`config.mk`:
```
export PLATFORM = sky130hd
export DESIGN_NAME = rpc_regs
export DESIGN_NICKNAME = d
export VERILOG_FILES = /design/src/rpc_pkg.sv /design/src/rpc_slot_if.sv /design/src/rpc_regs.sv /design/src/rpc_tag_route.sv /design/src/rpc_update_slot.sv
export SDC_FILE = /design/constraint.sdc
export NUM_CORES = 1
export LEC_CHECK = 0
export ABC_CLOCK_PERIOD_IN_PS = 3300
export BUFFER_PORTS_ARGS = -buffer_cell sky130_fd_sc_hd__buf_2
export CAP_MARGIN = 20
export CORE_MARGIN = 2
export CORE_UTILIZATION = 51
export CTS_CLUSTER_DIAMETER = 50
export DETAILED_ROUTE_END_ITERATION = 8
export GPL_TIMING_DRIVEN = 0
export MAX_ROUTING_LAYER = met4
export PLACE_DENSITY = 0.83
export SLEW_MARGIN = 40
export SYNTH_ARGS = -nofsm -noshare
export SYNTH_HDL_FRONTEND = slang
export SYNTH_SLANG_ARGS = --single-unit
```
`constraint.sdc`:
```
create_clock -name clk -period 3.3 [get_ports clk]
set_input_delay 0.165 -clock clk [delete_from_list [all_inputs] [get_ports clk]]
set_output_delay 0.165 -clock clk [all_outputs]
set_load 0.01 [all_outputs]
```
`src/rpc_pkg.sv`:
```
// Package: constants and types of the partition configuration register bank
package rpc_pkg;
  // ----------------------------------------
  // Register offsets
  // ----------------------------------------
  localparam logic [11:0] CAP_OFS = 12'h130;
  localparam logic [11:0] SELF_OFS = 12'h138;
  localparam logic [11:0] BYP_OFS = 12'h13c;
  localparam logic [11:0] VMSEL_OFS = 12'h180;
  localparam logic [11:0] CQID_OFS = 12'h190;
  // ----------------------------------------
  // Field positions
  // ----------------------------------------
  localparam int UPD_BIT = 31;
  localparam int MG_LSB = 16;
  localparam int PID_LSB = 0;
  localparam int NUMP_LSB = 24;
  localparam int NUMQ_LSB = 16;
  // ----------------------------------------
  // Capabilities, fixed at build time
  // ----------------------------------------
  localparam logic PART_PRESENT = 1'b1;
  localparam logic VX_PRESENT = 1'b1;
  localparam logic CQ_PRESENT = 1'b1;
  localparam logic WIDE_VM = 1'b0;
  localparam logic [7:0] MG_LIMIT = 8'h0f;
  localparam logic [15:0] PID_LIMIT = 16'h00ff;
  // Both log2 counts must stay at or below 8
  localparam logic [3:0] NUMP_LOG2 = 4'h2;
  localparam logic [3:0] NUMQ_LOG2 = 4'h1;
  // ----------------------------------------
  // Reset values
  // ----------------------------------------
  localparam logic [7:0] MG_RST = 8'h00;
  localparam logic [15:0] PID_RST = 16'h0000;
  localparam logic [15:0] VM_RST = 16'h0000;
  // Ones up to and including the highest set bit of a limit
  function automatic logic [15:0] width_mask(input logic [15:0] lim);
    logic [15:0] m;
    m = lim;
    for (int i = 1; i < 16; i = i * 2) begin
      m = m | (m >> i);
    end
    return m;
  endfunction
  localparam logic [7:0] MG_MASK = 8'(width_mask({8'h00, MG_LIMIT}));
  localparam logic [15:0] PID_MASK = width_mask(PID_LIMIT);
  localparam logic [15:0] VM_MASK = WIDE_VM ? 16'hffff : 16'h00ff;
  // ----------------------------------------
  // Types
  // ----------------------------------------
  typedef enum logic {RPC_UPD_IDLE, RPC_UPD_PENDING} rpc_upd_state_e;
  typedef enum logic [1:0] {
    RPC_L1_FETCH, RPC_STE_FETCH, RPC_QUEUE, RPC_MSI
  } rpc_own_kind_e;
endpackage

```
`src/rpc_slot_if.sv`:
```
// Interface: one partition register slot and its users
`timescale 1ns/10ps
interface rpc_slot_if;
  logic wr_en;
  logic [31:0] wdata;
  logic busy;
  logic [31:0] rdata;
  logic pending;
  logic [7:0] active_mg;
  logic [15:0] active_pid;
  modport owner (output wr_en, output wdata, output busy, input rdata, input pending);
  modport slot (input wr_en, input wdata, input busy, output rdata, output pending,
                output active_mg, output active_pid);
  modport user (input active_mg, input active_pid);
endinterface // rpc_slot_if

```
`src/rpc_regs.sv`:
```
// Top of the partition configuration register bank
//
// Overview of operation
// Global register holds monitor group 23:16, partition id 15:0, reset zero.
// Global tags apply to descriptor, entry, queue and interrupt accesses.
// Update flag bit 31 resets 0; writes ignored while it is set.
// New values accepted only when the same write sets the flag.
// Accepted values read back at once, even before update completes.
// Flag clears only once the new values are in force.
// Field bits above supported width read zero and ignore writes.
// Tag values above the advertised maximum give any tag.
// Bypass register: monitor group 23:16, partition id 15:0, both reset zero.
// Bypass tags when interface disabled, or translated with check off.
// Enabled interface takes untranslated tags from entry and descriptor.
// Selector holds 16-bit vm tag; upper byte zero when narrow.
// Virtual request denied if untagged or stage2 tag differs.
// Selector read-only while run bit set; writable otherwise.
// Ident bits 27:24 give log2 control pages, at most 8.
// Ident bits 19:16 give log2 queues per page; rest zero.
// Absent register reads zero and ignores writes.
// Capability register at 0x130 is read-only, reports maxima.
// Capability holds monitor limit 23:16, partition limit 15:0.
// Pending update completes promptly once old tags drain.
`timescale 1ns/10ps
module rpc_regs (
  // Clock and reset
  input wire logic clk,
  input wire logic srst,
  // Register access
  input wire logic reg_req,
  input wire logic reg_write,
  input wire logic [11:0] reg_addr,
  input wire logic [31:0] reg_wdata,
  output logic reg_ack,
  output logic [31:0] reg_rdata,
  // Old tags still in flight
  input wire logic self_old_busy,
  input wire logic byp_old_busy,
  // Global configuration
  input wire logic interface_enable,
  input wire logic translated_check,
  // Client transactions
  input wire logic cli_valid,
  input wire logic cli_translated,
  input wire logic [7:0] cli_cfg_mg,
  input wire logic [15:0] cli_cfg_pid,
  output logic cli_tag_valid,
  output logic cli_bypass,
  output logic [7:0] cli_mg,
  output logic [15:0] cli_pid,
  // Self-originated transactions
  input wire logic own_valid,
  input wire rpc_pkg::rpc_own_kind_e own_kind,
  output logic own_tag_valid,
  output rpc_pkg::rpc_own_kind_e own_tag_kind,
  output logic [7:0] own_mg,
  output logic [15:0] own_pid,
  // Virtual translation requests
  input wire logic vx_run,
  input wire logic vx_req,
  input wire logic vx_ste_vm_tagged,
  input wire logic [15:0] vx_stage2_vm_tag,
  output logic vx_answer,
  output logic vx_deny
);
  // ----------------------------------------
  // Address decode
  // ----------------------------------------
  // An absent register never decodes, so it reads zero and drops writes
  function automatic logic hit(
    input logic [11:0] a,
    input logic [11:0] ofs,
    input logic present
  );
    return present && (a == ofs);
  endfunction

  logic wr;
  logic rd;
  logic [15:0] vm_sel;
  logic [15:0] next_vm_sel;
  logic next_ack;
  logic [31:0] next_rdata;
  logic next_answer;
  logic next_deny;

  assign wr = reg_req && reg_write;
  assign rd = reg_req && !reg_write;

  // One select per register; an absent register never selects
  logic sel_cap;
  logic sel_self;
  logic sel_byp;
  logic sel_vm;
  logic sel_cq;

  assign sel_cap = hit(reg_addr, rpc_pkg::CAP_OFS, rpc_pkg::PART_PRESENT);
  assign sel_self = hit(reg_addr, rpc_pkg::SELF_OFS, rpc_pkg::PART_PRESENT);
  assign sel_byp = hit(reg_addr, rpc_pkg::BYP_OFS, rpc_pkg::PART_PRESENT);
  assign sel_vm = hit(reg_addr, rpc_pkg::VMSEL_OFS, rpc_pkg::VX_PRESENT);
  assign sel_cq = hit(reg_addr, rpc_pkg::CQID_OFS, rpc_pkg::CQ_PRESENT);

  // ----------------------------------------
  // Partition registers
  // ----------------------------------------
  rpc_slot_if gbl_if();
  rpc_slot_if byp_if();

  assign gbl_if.wr_en = wr && sel_self;
  assign gbl_if.wdata = reg_wdata;
  assign gbl_if.busy = self_old_busy;
  assign byp_if.wr_en = wr && sel_byp;
  assign byp_if.wdata = reg_wdata;
  assign byp_if.busy = byp_old_busy;

  rpc_update_slot u_self (
    .clk(clk),
    .srst(srst),
    .s(gbl_if.slot)
  );

  rpc_update_slot u_byp (
    .clk(clk),
    .srst(srst),
    .s(byp_if.slot)
  );

  rpc_tag_route u_route (
    .clk(clk),
    .srst(srst),
    .gbl(gbl_if.user),
    .byp(byp_if.user),
    .interface_enable(interface_enable),
    .translated_check(translated_check),
    .cli_valid(cli_valid),
    .cli_translated(cli_translated),
    .cli_cfg_mg(cli_cfg_mg),
    .cli_cfg_pid(cli_cfg_pid),
    .cli_tag_valid(cli_tag_valid),
    .cli_bypass(cli_bypass),
    .cli_mg(cli_mg),
    .cli_pid(cli_pid),
    .own_valid(own_valid),
    .own_kind(own_kind),
    .own_tag_valid(own_tag_valid),
    .own_tag_kind(own_tag_kind),
    .own_mg(own_mg),
    .own_pid(own_pid)
  );

  // ----------------------------------------
  // Read path and selector
  // ----------------------------------------
  // Writes and unmapped reads answer zero; every request is acknowledged
  always_comb begin
    next_ack = reg_req;
    next_rdata = 32'h0000_0000;
    if (rd) begin
      if (sel_cap) begin
        next_rdata = {8'h00, rpc_pkg::MG_LIMIT, rpc_pkg::PID_LIMIT};
      end else if (sel_self) begin
        next_rdata = gbl_if.rdata;
      end else if (sel_byp) begin
        next_rdata = byp_if.rdata;
      end else if (sel_vm) begin
        next_rdata = {16'h0000, vm_sel};
      end else if (sel_cq) begin
        next_rdata[rpc_pkg::NUMP_LSB +: 4] = rpc_pkg::NUMP_LOG2;
        next_rdata[rpc_pkg::NUMQ_LSB +: 4] = rpc_pkg::NUMQ_LOG2;
      end
    end
  end

  always_ff @(posedge clk) begin
    if (srst) begin
      reg_ack <= 1'b0;
      reg_rdata <= 32'h0000_0000;
    end else begin
      reg_ack <= next_ack;
      reg_rdata <= next_rdata;
    end
  end

  // Writes while a request runs are dropped, not held back for later
  always_comb begin
    next_vm_sel = vm_sel;
    if (wr && !vx_run && sel_vm) begin
      next_vm_sel = reg_wdata[15:0] & rpc_pkg::VM_MASK;
    end
  end

  always_ff @(posedge clk) begin
    if (srst) begin
      vm_sel <= rpc_pkg::VM_RST;
    end else begin
      vm_sel <= next_vm_sel;
    end
  end

  // ----------------------------------------
  // Virtual request check
  // ----------------------------------------
  always_comb begin
    next_answer = vx_req;
    next_deny = vx_req && (!vx_ste_vm_tagged || vx_stage2_vm_tag != vm_sel);
  end

  always_ff @(posedge clk) begin
    if (srst) begin
      vx_answer <= 1'b0;
      vx_deny <= 1'b0;
    end else begin
      vx_answer <= next_answer;
      vx_deny <= next_deny;
    end
  end

  // ----------------------------------------
  // Checks
  // ----------------------------------------
  property p_ack;
    @(posedge clk) disable iff (srst) reg_req |=> reg_ack;
  endproperty
  a_ack: assert property (p_ack) else $error("request not acknowledged");

  property p_cap;
    @(posedge clk) disable iff (srst)
      rd && reg_addr == 12'h130 |=> reg_rdata == {8'h00, rpc_pkg::MG_LIMIT, rpc_pkg::PID_LIMIT};
  endproperty
  a_cap: assert property (p_cap) else $error("capability read wrong");

  property p_cqid;
    @(posedge clk) disable iff (srst)
      rd && reg_addr == 12'h190 |=> reg_rdata[31:28] == 4'h0 && reg_rdata[23:20] == 4'h0
        && reg_rdata[15:0] == 16'h0000 && reg_rdata[27:24] <= 4'h8 && reg_rdata[19:16] <= 4'h8;
  endproperty
  a_cqid: assert property (p_cqid) else $error("queue ident read wrong");

  property p_reset_read;
    @(posedge clk) srst ##1 !srst && !reg_req ##1 rd && !srst && reg_addr == 12'h13c
      |=> reg_rdata == 32'h0000_0000;
  endproperty
  a_reset_read: assert property (p_reset_read) else $error("bypass reset not zero");

  property p_vm_guard;
    @(posedge clk) disable iff (srst) vx_run |=> $stable(vm_sel);
  endproperty
  a_vm_guard: assert property (p_vm_guard) else $error("selector changed while running");

  property p_vm_write;
    @(posedge clk) disable iff (srst)
      wr && !vx_run && reg_addr == 12'h180 |=> vm_sel == ($past(reg_wdata[15:0]) & rpc_pkg::VM_MASK);
  endproperty
  a_vm_write: assert property (p_vm_write) else $error("selector write lost");

  property p_deny;
    @(posedge clk) disable iff (srst)
      vx_req && vx_ste_vm_tagged && vx_stage2_vm_tag == vm_sel ##1 vx_answer |-> !vx_deny;
  endproperty
  a_deny: assert property (p_deny) else $error("matching request denied");

  property p_deny_untagged;
    @(posedge clk) disable iff (srst) vx_req && !vx_ste_vm_tagged |=> vx_answer && vx_deny;
  endproperty
  a_deny_untagged: assert property (p_deny_untagged) else $error("untagged request allowed");

  property p_unmapped;
    @(posedge clk) disable iff (srst) rd && reg_addr == 12'h134 |=> reg_rdata == 32'h0000_0000;
  endproperty
  a_unmapped: assert property (p_unmapped) else $error("unmapped read not zero");

  property p_self_read;
    @(posedge clk) disable iff (srst)
      rd && reg_addr == 12'h138 |=> reg_rdata == $past(gbl_if.rdata);
  endproperty
  a_self_read: assert property (p_self_read) else $error("global register read wrong");

  property p_byp_read;
    @(posedge clk) disable iff (srst)
      rd && reg_addr == 12'h13c |=> reg_rdata == $past(byp_if.rdata);
  endproperty
  a_byp_read: assert property (p_byp_read) else $error("bypass register read wrong");

  property p_sel_read;
    @(posedge clk) disable iff (srst)
      rd && reg_addr == 12'h180 |=> reg_rdata == {16'h0000, $past(vm_sel) & rpc_pkg::VM_MASK};
  endproperty
  a_sel_read: assert property (p_sel_read) else $error("selector read wrong");

  property p_self_done;
    @(posedge clk) disable iff (srst) gbl_if.pending && !self_old_busy |=> !gbl_if.pending;
  endproperty
  a_self_done: assert property (p_self_done) else $error("global update not completed");

  property p_byp_done;
    @(posedge clk) disable iff (srst) byp_if.pending && !byp_old_busy |=> !byp_if.pending;
  endproperty
  a_byp_done: assert property (p_byp_done) else $error("bypass update not completed");

  c_vx_allow: cover property (@(posedge clk) disable iff (srst) vx_answer && !vx_deny);
  c_self_update: cover property (@(posedge clk) disable iff (srst)
    gbl_if.wr_en && reg_wdata[31] ##1 gbl_if.pending ##[1:8] !gbl_if.pending);
  c_write_while_run: cover property (@(posedge clk) disable iff (srst)
    wr && vx_run && reg_addr == 12'h180);
endmodule // rpc_regs

```
`src/rpc_tag_route.sv`:
```
// Picks the partition tags for client and self-originated transactions
`timescale 1ns/10ps
module rpc_tag_route (
  // Clock and reset
  input wire logic clk,
  input wire logic srst,
  // Values in force
  rpc_slot_if.user gbl,
  rpc_slot_if.user byp,
  // Global configuration
  input wire logic interface_enable,
  input wire logic translated_check,
  // Client transactions
  input wire logic cli_valid,
  input wire logic cli_translated,
  input wire logic [7:0] cli_cfg_mg,
  input wire logic [15:0] cli_cfg_pid,
  output logic cli_tag_valid,
  output logic cli_bypass,
  output logic [7:0] cli_mg,
  output logic [15:0] cli_pid,
  // Self-originated transactions
  input wire logic own_valid,
  input wire rpc_pkg::rpc_own_kind_e own_kind,
  output logic own_tag_valid,
  output rpc_pkg::rpc_own_kind_e own_tag_kind,
  output logic [7:0] own_mg,
  output logic [15:0] own_pid
);
  logic next_bypass;

  always_comb begin
    next_bypass = !interface_enable || (cli_translated && !translated_check);
  end

  always_ff @(posedge clk) begin
    if (srst) begin
      cli_tag_valid <= 1'b0;
      cli_bypass <= 1'b0;
      cli_mg <= 8'h00;
      cli_pid <= 16'h0000;
      own_tag_valid <= 1'b0;
      own_tag_kind <= rpc_pkg::RPC_L1_FETCH;
      own_mg <= 8'h00;
      own_pid <= 16'h0000;
    end else begin
      cli_tag_valid <= cli_valid;
      cli_bypass <= next_bypass;
      cli_mg <= next_bypass ? byp.active_mg : cli_cfg_mg;
      cli_pid <= next_bypass ? byp.active_pid : cli_cfg_pid;
      // Every kind of own access takes the global tags
      own_tag_valid <= own_valid;
      own_tag_kind <= own_kind;
      own_mg <= gbl.active_mg;
      own_pid <= gbl.active_pid;
    end
  end

  property p_bypass;
    @(posedge clk) disable iff (srst)
      cli_valid && !interface_enable |=> cli_bypass && cli_pid == $past(byp.active_pid);
  endproperty
  a_bypass: assert property (p_bypass) else $error("bypass tags not used");
  property p_cfg;
    @(posedge clk) disable iff (srst)
      cli_valid && interface_enable && !cli_translated |=> !cli_bypass && cli_mg == $past(cli_cfg_mg);
  endproperty
  a_cfg: assert property (p_cfg) else $error("configured tags not used");
  property p_own;
    @(posedge clk) disable iff (srst)
      own_valid |=> own_tag_valid && own_pid == $past(gbl.active_pid) && own_mg == $past(gbl.active_mg);
  endproperty
  a_own: assert property (p_own) else $error("own access tags wrong");
  c_translated: cover property (@(posedge clk) disable iff (srst)
    cli_valid && interface_enable && cli_translated && !translated_check);
endmodule // rpc_tag_route

```
`src/rpc_update_slot.sv`:
```
// Partition register with update flag: shown values and values in force
`timescale 1ns/10ps
module rpc_update_slot (
  // Clock and reset
  input wire logic clk,
  input wire logic srst,
  // Register side
  rpc_slot_if.slot s
);
  rpc_pkg::rpc_upd_state_e state, next_state;
  logic [7:0] mg, next_mg, act_mg, next_act_mg;
  logic [15:0] pid, next_pid, act_pid, next_act_pid;
  logic accept;

  always_comb begin
    accept = 1'b0;
    next_state = state;
    next_mg = mg;
    next_pid = pid;
    next_act_mg = act_mg;
    next_act_pid = act_pid;
    case (state)
      rpc_pkg::RPC_UPD_IDLE: begin
        // A write that leaves the flag clear changes nothing
        if (s.wr_en && s.wdata[rpc_pkg::UPD_BIT]) begin
          accept = 1'b1;
          next_state = rpc_pkg::RPC_UPD_PENDING;
          next_mg = s.wdata[rpc_pkg::MG_LSB +: 8] & rpc_pkg::MG_MASK;
          next_pid = s.wdata[rpc_pkg::PID_LSB +: 16] & rpc_pkg::PID_MASK;
        end
      end
      rpc_pkg::RPC_UPD_PENDING: begin
        // Writes are dropped here; swap once old tags have drained
        if (!s.busy) begin
          next_state = rpc_pkg::RPC_UPD_IDLE;
          next_act_mg = mg;
          next_act_pid = pid;
        end
      end
      default: next_state = rpc_pkg::RPC_UPD_IDLE;
    endcase
  end

  always_ff @(posedge clk) begin
    if (srst) begin
      state <= rpc_pkg::RPC_UPD_IDLE;
      mg <= rpc_pkg::MG_RST;
      pid <= rpc_pkg::PID_RST;
      act_mg <= rpc_pkg::MG_RST;
      act_pid <= rpc_pkg::PID_RST;
    end else begin
      state <= next_state;
      mg <= next_mg;
      pid <= next_pid;
      act_mg <= next_act_mg;
      act_pid <= next_act_pid;
    end
  end

  assign s.pending = (state == rpc_pkg::RPC_UPD_PENDING);
  assign s.rdata = {s.pending, 7'h00, mg, pid};
  assign s.active_mg = act_mg;
  assign s.active_pid = act_pid;

  property p_slot_reset;
    @(posedge clk) srst |=> !s.pending && mg == 8'h00 && pid == 16'h0000 && act_pid == 16'h0000;
  endproperty
  a_slot_reset: assert property (p_slot_reset) else $error("slot reset values wrong");
  property p_pending_locked;
    @(posedge clk) disable iff (srst) s.pending |=> $stable(mg) && $stable(pid);
  endproperty
  a_pending_locked: assert property (p_pending_locked) else $error("write taken while pending");
  property p_no_flag_ignored;
    @(posedge clk) disable iff (srst)
      !s.pending && s.wr_en && !s.wdata[31] |=> !s.pending && $stable(mg) && $stable(pid);
  endproperty
  a_no_flag_ignored: assert property (p_no_flag_ignored) else $error("flagless write taken");
  property p_visible;
    @(posedge clk) disable iff (srst)
      accept |=> s.rdata[31] && s.rdata[23:16] == ($past(s.wdata[23:16]) & rpc_pkg::MG_MASK)
        && s.rdata[15:0] == ($past(s.wdata[15:0]) & rpc_pkg::PID_MASK);
  endproperty
  a_visible: assert property (p_visible) else $error("new value not readable");
  property p_swap;
    @(posedge clk) disable iff (srst)
      s.pending && !s.busy |=> !s.pending && act_mg == $past(mg) && act_pid == $past(pid);
  endproperty
  a_swap: assert property (p_swap) else $error("update not completed");
  property p_hold_old;
    @(posedge clk) disable iff (srst) s.pending && s.busy |=> $stable(act_mg) && $stable(act_pid);
  endproperty
  a_hold_old: assert property (p_hold_old) else $error("values swapped while busy");
  property p_narrow;
    @(posedge clk) disable iff (srst) (mg & ~rpc_pkg::MG_MASK) == 8'h00 && (pid & ~rpc_pkg::PID_MASK) == 16'h0000;
  endproperty
  a_narrow: assert property (p_narrow) else $error("unsupported field bits set");
  c_update: cover property (@(posedge clk) disable iff (srst) accept ##1 s.busy ##[1:4] !s.pending);
endmodule // rpc_update_slot

```
# Word-level counts from Yosys, hierarchy flattened
# Index checks and enable logic that the tools add are counted.
[totals]
out_inout_bits = 88
word_cells = 81
ff_bits = 134
inputBits = 100
[classes]
n_bitwise = 5
mux = 16
eq_ne = 6
reduce_logical = 26
[op_table]
columns = ["op", "count"]
rows = [
  ["$mux W32", 2],
  ["$eq A12 B9 Y1 const B", 5],
  ["$mux W20", 1],
  ["$mux W8", 2],
  ["$ne A16 B8 Y1", 1],
  ["$logic_and A1 B1 Y1", 10],
  ["$reduce_and A2 Y1", 4],
  ["$mux W1", 6],
  ["$reduce_or A6 Y1", 1],
  ["$logic_not A1 Y1", 5],
  ["$not A1 Y1", 5],
  ["$mux W2", 2],
  ["$mux W4", 1],
  ["$pmux W1 S2", 2],
  ["$reduce_or A2 Y1", 2],
  ["$reduce_or A4 Y1", 1],
  ["$reduce_or A3 Y1", 1],
  ["$logic_or A1 B1 Y1", 2],
]

# Longest topological paths before layout
[depth]
word_depth = 6
mapped_depth = 6
ltp_nobuf = 4

# Cells and area by module
# From an unflattened synthesis, not the netlist that was laid out.
[unflattened]
cells_unflattened = 648
area_unflattened_um2 = 6139.6
[modules_own_cells]
columns = ["mod", "n_inst", "cells_per_inst", "seq_area_each_um2", "area_each_um2"]
rows = [
  ["rpc_update_slot", 2, 143, 500.5, 1121.1],
  ["rpc_regs", 1, 195, 860.8, 1996.9],
  ["rpc_tag_route", 1, 167, 1061.0, 1900.6],
]

# Worst setup path after synthesis
# No wires, ideal clock.
[synth_path]
path_type = "input to register"
start = "in reg_addr[1]"
end = "reg vm_sel[0]"
t_required_ps = 3172
setup_ps = 128
stages = 4
arrival_ps = 1568
slack_ps = 1604
n_path_buf = 0
cell_sequence = "or4_4 -> nor4_4 -> mux2i_1 -> nor2_1"
[synth_between]
elab_chain_cells = 2
[synth_lines]
columns = ["item", "line_no", "source"]
rows = [
  ["from (decl)", "rpc_regs.sv:32", "input wire logic [11:0] reg_addr,"],
  ["$eq A12 B9 Y1", "rpc_regs.sv:75", "return present && (a == ofs);"],
  ["$logic_and A1 B1 Y1", "rpc_regs.sv:187", "if (wr && !vx_run && sel_vm) begin"],
  ["to (signal assigned)", "rpc_regs.sv:194", "vm_sel <= rpc_pkg::VM_RST;"],
  ["to (signal assigned)", "rpc_regs.sv:196", "vm_sel <= next_vm_sel;"],
  ["to (decl)", "rpc_regs.sv:80", "logic [15:0] vm_sel;"],
]
# No other way between the ends.
# A chain may end at the register's enable or synchronous reset.

# Worst setup path after layout
[layout_path]
start = "in reg_addr[10]"
end = "reg u_byp.mg[3]"
[layout_between]
elab_chain_cells = 4
[layout_lines]
columns = ["item", "line_no", "source"]
rows = [
  ["$eq A12 B9 Y1", "rpc_regs.sv:75", ""],
  ["$logic_and A1 B1 Y1", "rpc_regs.sv:112", "assign byp_if.wr_en = wr && sel_byp;"],
  ["$logic_and A1 B1 Y1", "rpc_update_slot.sv:25", "if (s.wr_en && s.wdata[rpc_pkg::UPD_BIT]) begin"],
  ["$reduce_and A2 Y1 (no source line)", "n/a", ""],
  ["to (signal assigned)", "rpc_update_slot.sv:47", "mg <= rpc_pkg::MG_RST;"],
  ["to (signal assigned)", "rpc_update_slot.sv:53", "mg <= next_mg;"],
  ["to (decl)", "rpc_update_slot.sv:11", "logic [7:0] mg, next_mg, act_mg, next_act_mg;"],
]
# No other way between the ends.

==> metrics.md <==
| Metric | Value |
|---|---|
| Status | `finished, final reports clean` |
| TritonCTS clock tree | `yes` |
| Slew HR | `0.440` |
| Family with the most delay on the worst path | `simple AND/OR/NAND/NOR gates` |
| Design Area, Final | `6430 µm²` |
| Sequential cell area fraction in the yosys report | `0.529` |
| CP Max Fanout | `10` |
| Most frequent CP cell | `buf_2` |
| Vias in the first global route | `4110` |
| RSZ-0062 raised after global routing | `no` |
| Layout cells sized above 1 | `0.296` |
| Via-to-Cell Ratio | `5.03` |
| Top Ports | `188` |
| Synth Instances | `461` |
| Crit path buf inv count | `3` |
| Area Growth Syn to Fin | `46.3%` |
| Routed length per instance | `15.7 µm` |
| Seq cells post-synth | `116` |
| Final setup fails | `0` |
| Warnings, synthesis | `0` |
| Final Max Slew Viols | `0` |
| Final min period | `2.06 ns` |
| Critical path data arrival time | `2.45 ns` |
| Max VDD drop | `0.000299 V` |
| Die H | `96.8 µm` |
| Worst path max stage delay | `0.53 ns` |
| CP required | `3.68 ns` |
| Crit end category | `flop` |
| Async SR Flop Fraction | `0` |
| Slew @ Worst Pin | `0.834 ns` |
| CP Cell Sequence | `dlygate4sd3_1, buf_2, nor4_1, nand4_1, buf_2, mux2i_1, nor2_1` |
| Startpoint types | `primary input` |
| Crit path kind | `in -> reg` |
| Number of H-tree levels | `4` |
| Synth cell types | `42` |
| Root cell of the clock tree | `clkbuf_8` |
| HPWL Detailed | `7890 µm` |
| Global placement routability congestion | `0.864` |
| Layout Nets | `796` |
| Dpl cell area | `5330 µm²` |
| Mapped Area | `4390 µm²` |
| Antenna violations before repair | `0` |
| DRT iter0 DRCs | `204` |
| Inserted Clock Buffers | `17` |
| Util after Layout | `0.774` |
| CP max-delay cell | `dlygate4sd3_1` |
| Commonest non-fill, non-tap cell in the layout | `buf_2` |
| Number of synthesized flops with an enable pin | `0` |
| FF-to-FF setup slack | `1.55 ns` |
| Maxcap violations | `0` |
| Die X | `96.8 µm` |
| Class of the worst hold path | `in -> reg` |
| Total gr overflow | `0` |
| Pwr Density | `550 nW/µm²` |
| DRC | `0` |
| Max Buffers Root-to-Sink | `2` |
| IO Port Bufs | `138` |
| Final Hold Viols | `0` |
| Setup TNS | `0 ns` |
| ANT cells | `0` |
| Synth Flop Type | `dfxtp_1` |
| Routed Wire Length | `12700 µm` |
| Hold slack | `0.0208 ns` |
| Clock Skews | `0.00422 ns` |
| Tot Pwr | `3.54 mW` |
| Initial DRT Pass Iterations | `6` |
| Clk slew on worst S/H paths | `0.06 ns` |
| Initial core utilization | `0.529` |
| Leak | `3.01 nW` |
| Clock insertion delay at the later pin of the skew report | `0.51 ns` |
| Most frequent cells in the layout | `140 x buf_2, 116 x dfxtp_1, 64 x nand2_1` |
| Via Count | `4091` |
| Clock sinks | `116` |
| Post-CTS Resized | `0` |
| Highest Clock Rate | `484 MHz` |
| First-pass GRT wire length | `20200 µm` |
| Tcrit/Tclk final | `0.626` |
| Total track usage | `0.280` |
| Post-route ant nets | `0` |
| Largest net degree at the start of global routing | `17` |
| Syn Area/Cell | `9.53 µm²` |
| Core Area | `8300 µm²` |
| Site Rows | `33` |
| Die area | `9370 µm²` |
## cell usage after synthesis (all sizes together) (5+ instances only)
cell type / n / share of area
and2: 12 / 0.017
a211o: 6 / 0.012
nor2b: 23 / 0.033
nand2: 64 / 0.055
dfxtp: 116 / 0.53
nand2b: 5 / 0.0071
a22o: 12 / 0.024
nor3: 9 / 0.010
a21oi: 34 / 0.039
nand4: 6 / 0.0085
nor2: 42 / 0.036
mux2i: 33 / 0.075
buf: 36 / 0.057
clkbuf: 18 / 0.015
inv: 5 / 0.0043
## worst register-to-register path: stages (launching register included)
cell	delay (ns)
dfxtp_1	0.42
and4bb_2	0.27
nand4_1	0.24
buf_2	0.37
mux2i_1	0.26
nor2_1	0.07
## routing by layer
metal | global-route usage | vias up | part of all wire
met1 | 0.298 | 1902 | 0.39
met5 | - | - | 0
met2 | 0.504 | 185 | 0.52
met3 | 0.0730 | 26 | 0.070
met4 | 0.0932 | 0 | 0.022
li1 | - | 1978 | -
## cell type report
type / count / area [µm²]
Sequential cell: 116 / 2320
Fill cell: 535 / 1870
Multi-Input combinational cell: 315 / 1850
Timing Repair Buffer: 187 / 1180
Clock buffer: 18 / 428
Buffer: 54 / 318
Clock inverter: 14 / 179
Tap cell: 105 / 131
Inverter: 5 / 18.8
## what timing repair did
action | CTS | global route
buffers inserted | 0 | 0
endpoints found under the hold margin | 71 | 0
hold buffers | 49 | 0
## power breakdown
part / total, mW / switching (mW) / internal (mW)
clock: 1.86 / 0.681 / 1.18
combinational: 0.255 / 0.123 / 0.133
sequential: 1.42 / 0.00451 / 1.42
total: 3.54 / 0.809 / 2.73
## cells by family (layout without fill, tap and decap cells)
kind of cell | Yosys count | after routing | synth area share
buf+inv | 59 | 278 | 0.0766
compound gates | 64 | 64 | 0.0937
xor+xnor | 8 | 8 | 0.0159
mux | 33 | 33 | 0.0752
other cells | 1 | 30 | 0.000854
simple gates | 180 | 180 | 0.209
flops | 116 | 116 | 0.529
## worst paths after layout
path | from | end | cells after the start
worst max-delay path | reg_addr[10] | u_byp.mg[3]$_SDFFE_PP0P_ | 7
worst min-delay path | reg_addr[2] | reg_rdata[25]$_SDFF_PP0_ | 3
worst min register to register | u_self.s.active_mg[2]$_SDFFE_PP0P_ | u_self.s.active_mg[2]$_SDFFE_PP0P_ | 2
worst max register to register | u_byp.s.pending$_SDFF_PP0_ | u_byp.mg[3]$_SDFFE_PP0P_ | 5
## per-stage QoR
stage | setup slack [ns] | instances
detailed placement | 1.16 | 733
global placement | 1.04 | 733
finish | 1.24 | 814
floorplan | 1.60 | 490
CTS | 1.28 | 814
global route | 1.04 | 814
## state kept, by name (all words and copies together), names as in the netlist
register / cells
u_route.cli_pid: 16
reg_rdata: 14
u_byp.pid: 8
u_byp.s.active_pid: 8
u_route.cli_mg: 8
u_route.own_pid: 8
u_self.pid: 8
u_self.s.active_pid: 8
vm_sel: 8
u_byp.mg: 4
u_byp.s.active_mg: 4
u_route.own_mg: 4
u_self.mg: 4
u_self.s.active_mg: 4
u_route.own_tag_kind: 2
reg_ack: 1
u_byp.s.pending: 1
u_route.cli_bypass: 1
u_route.cli_tag_valid: 1
u_route.own_tag_valid: 1
u_self.s.pending: 1
vx_answer: 1
vx_deny: 1
No activity file was read; power rests on OpenSTA's default activity.
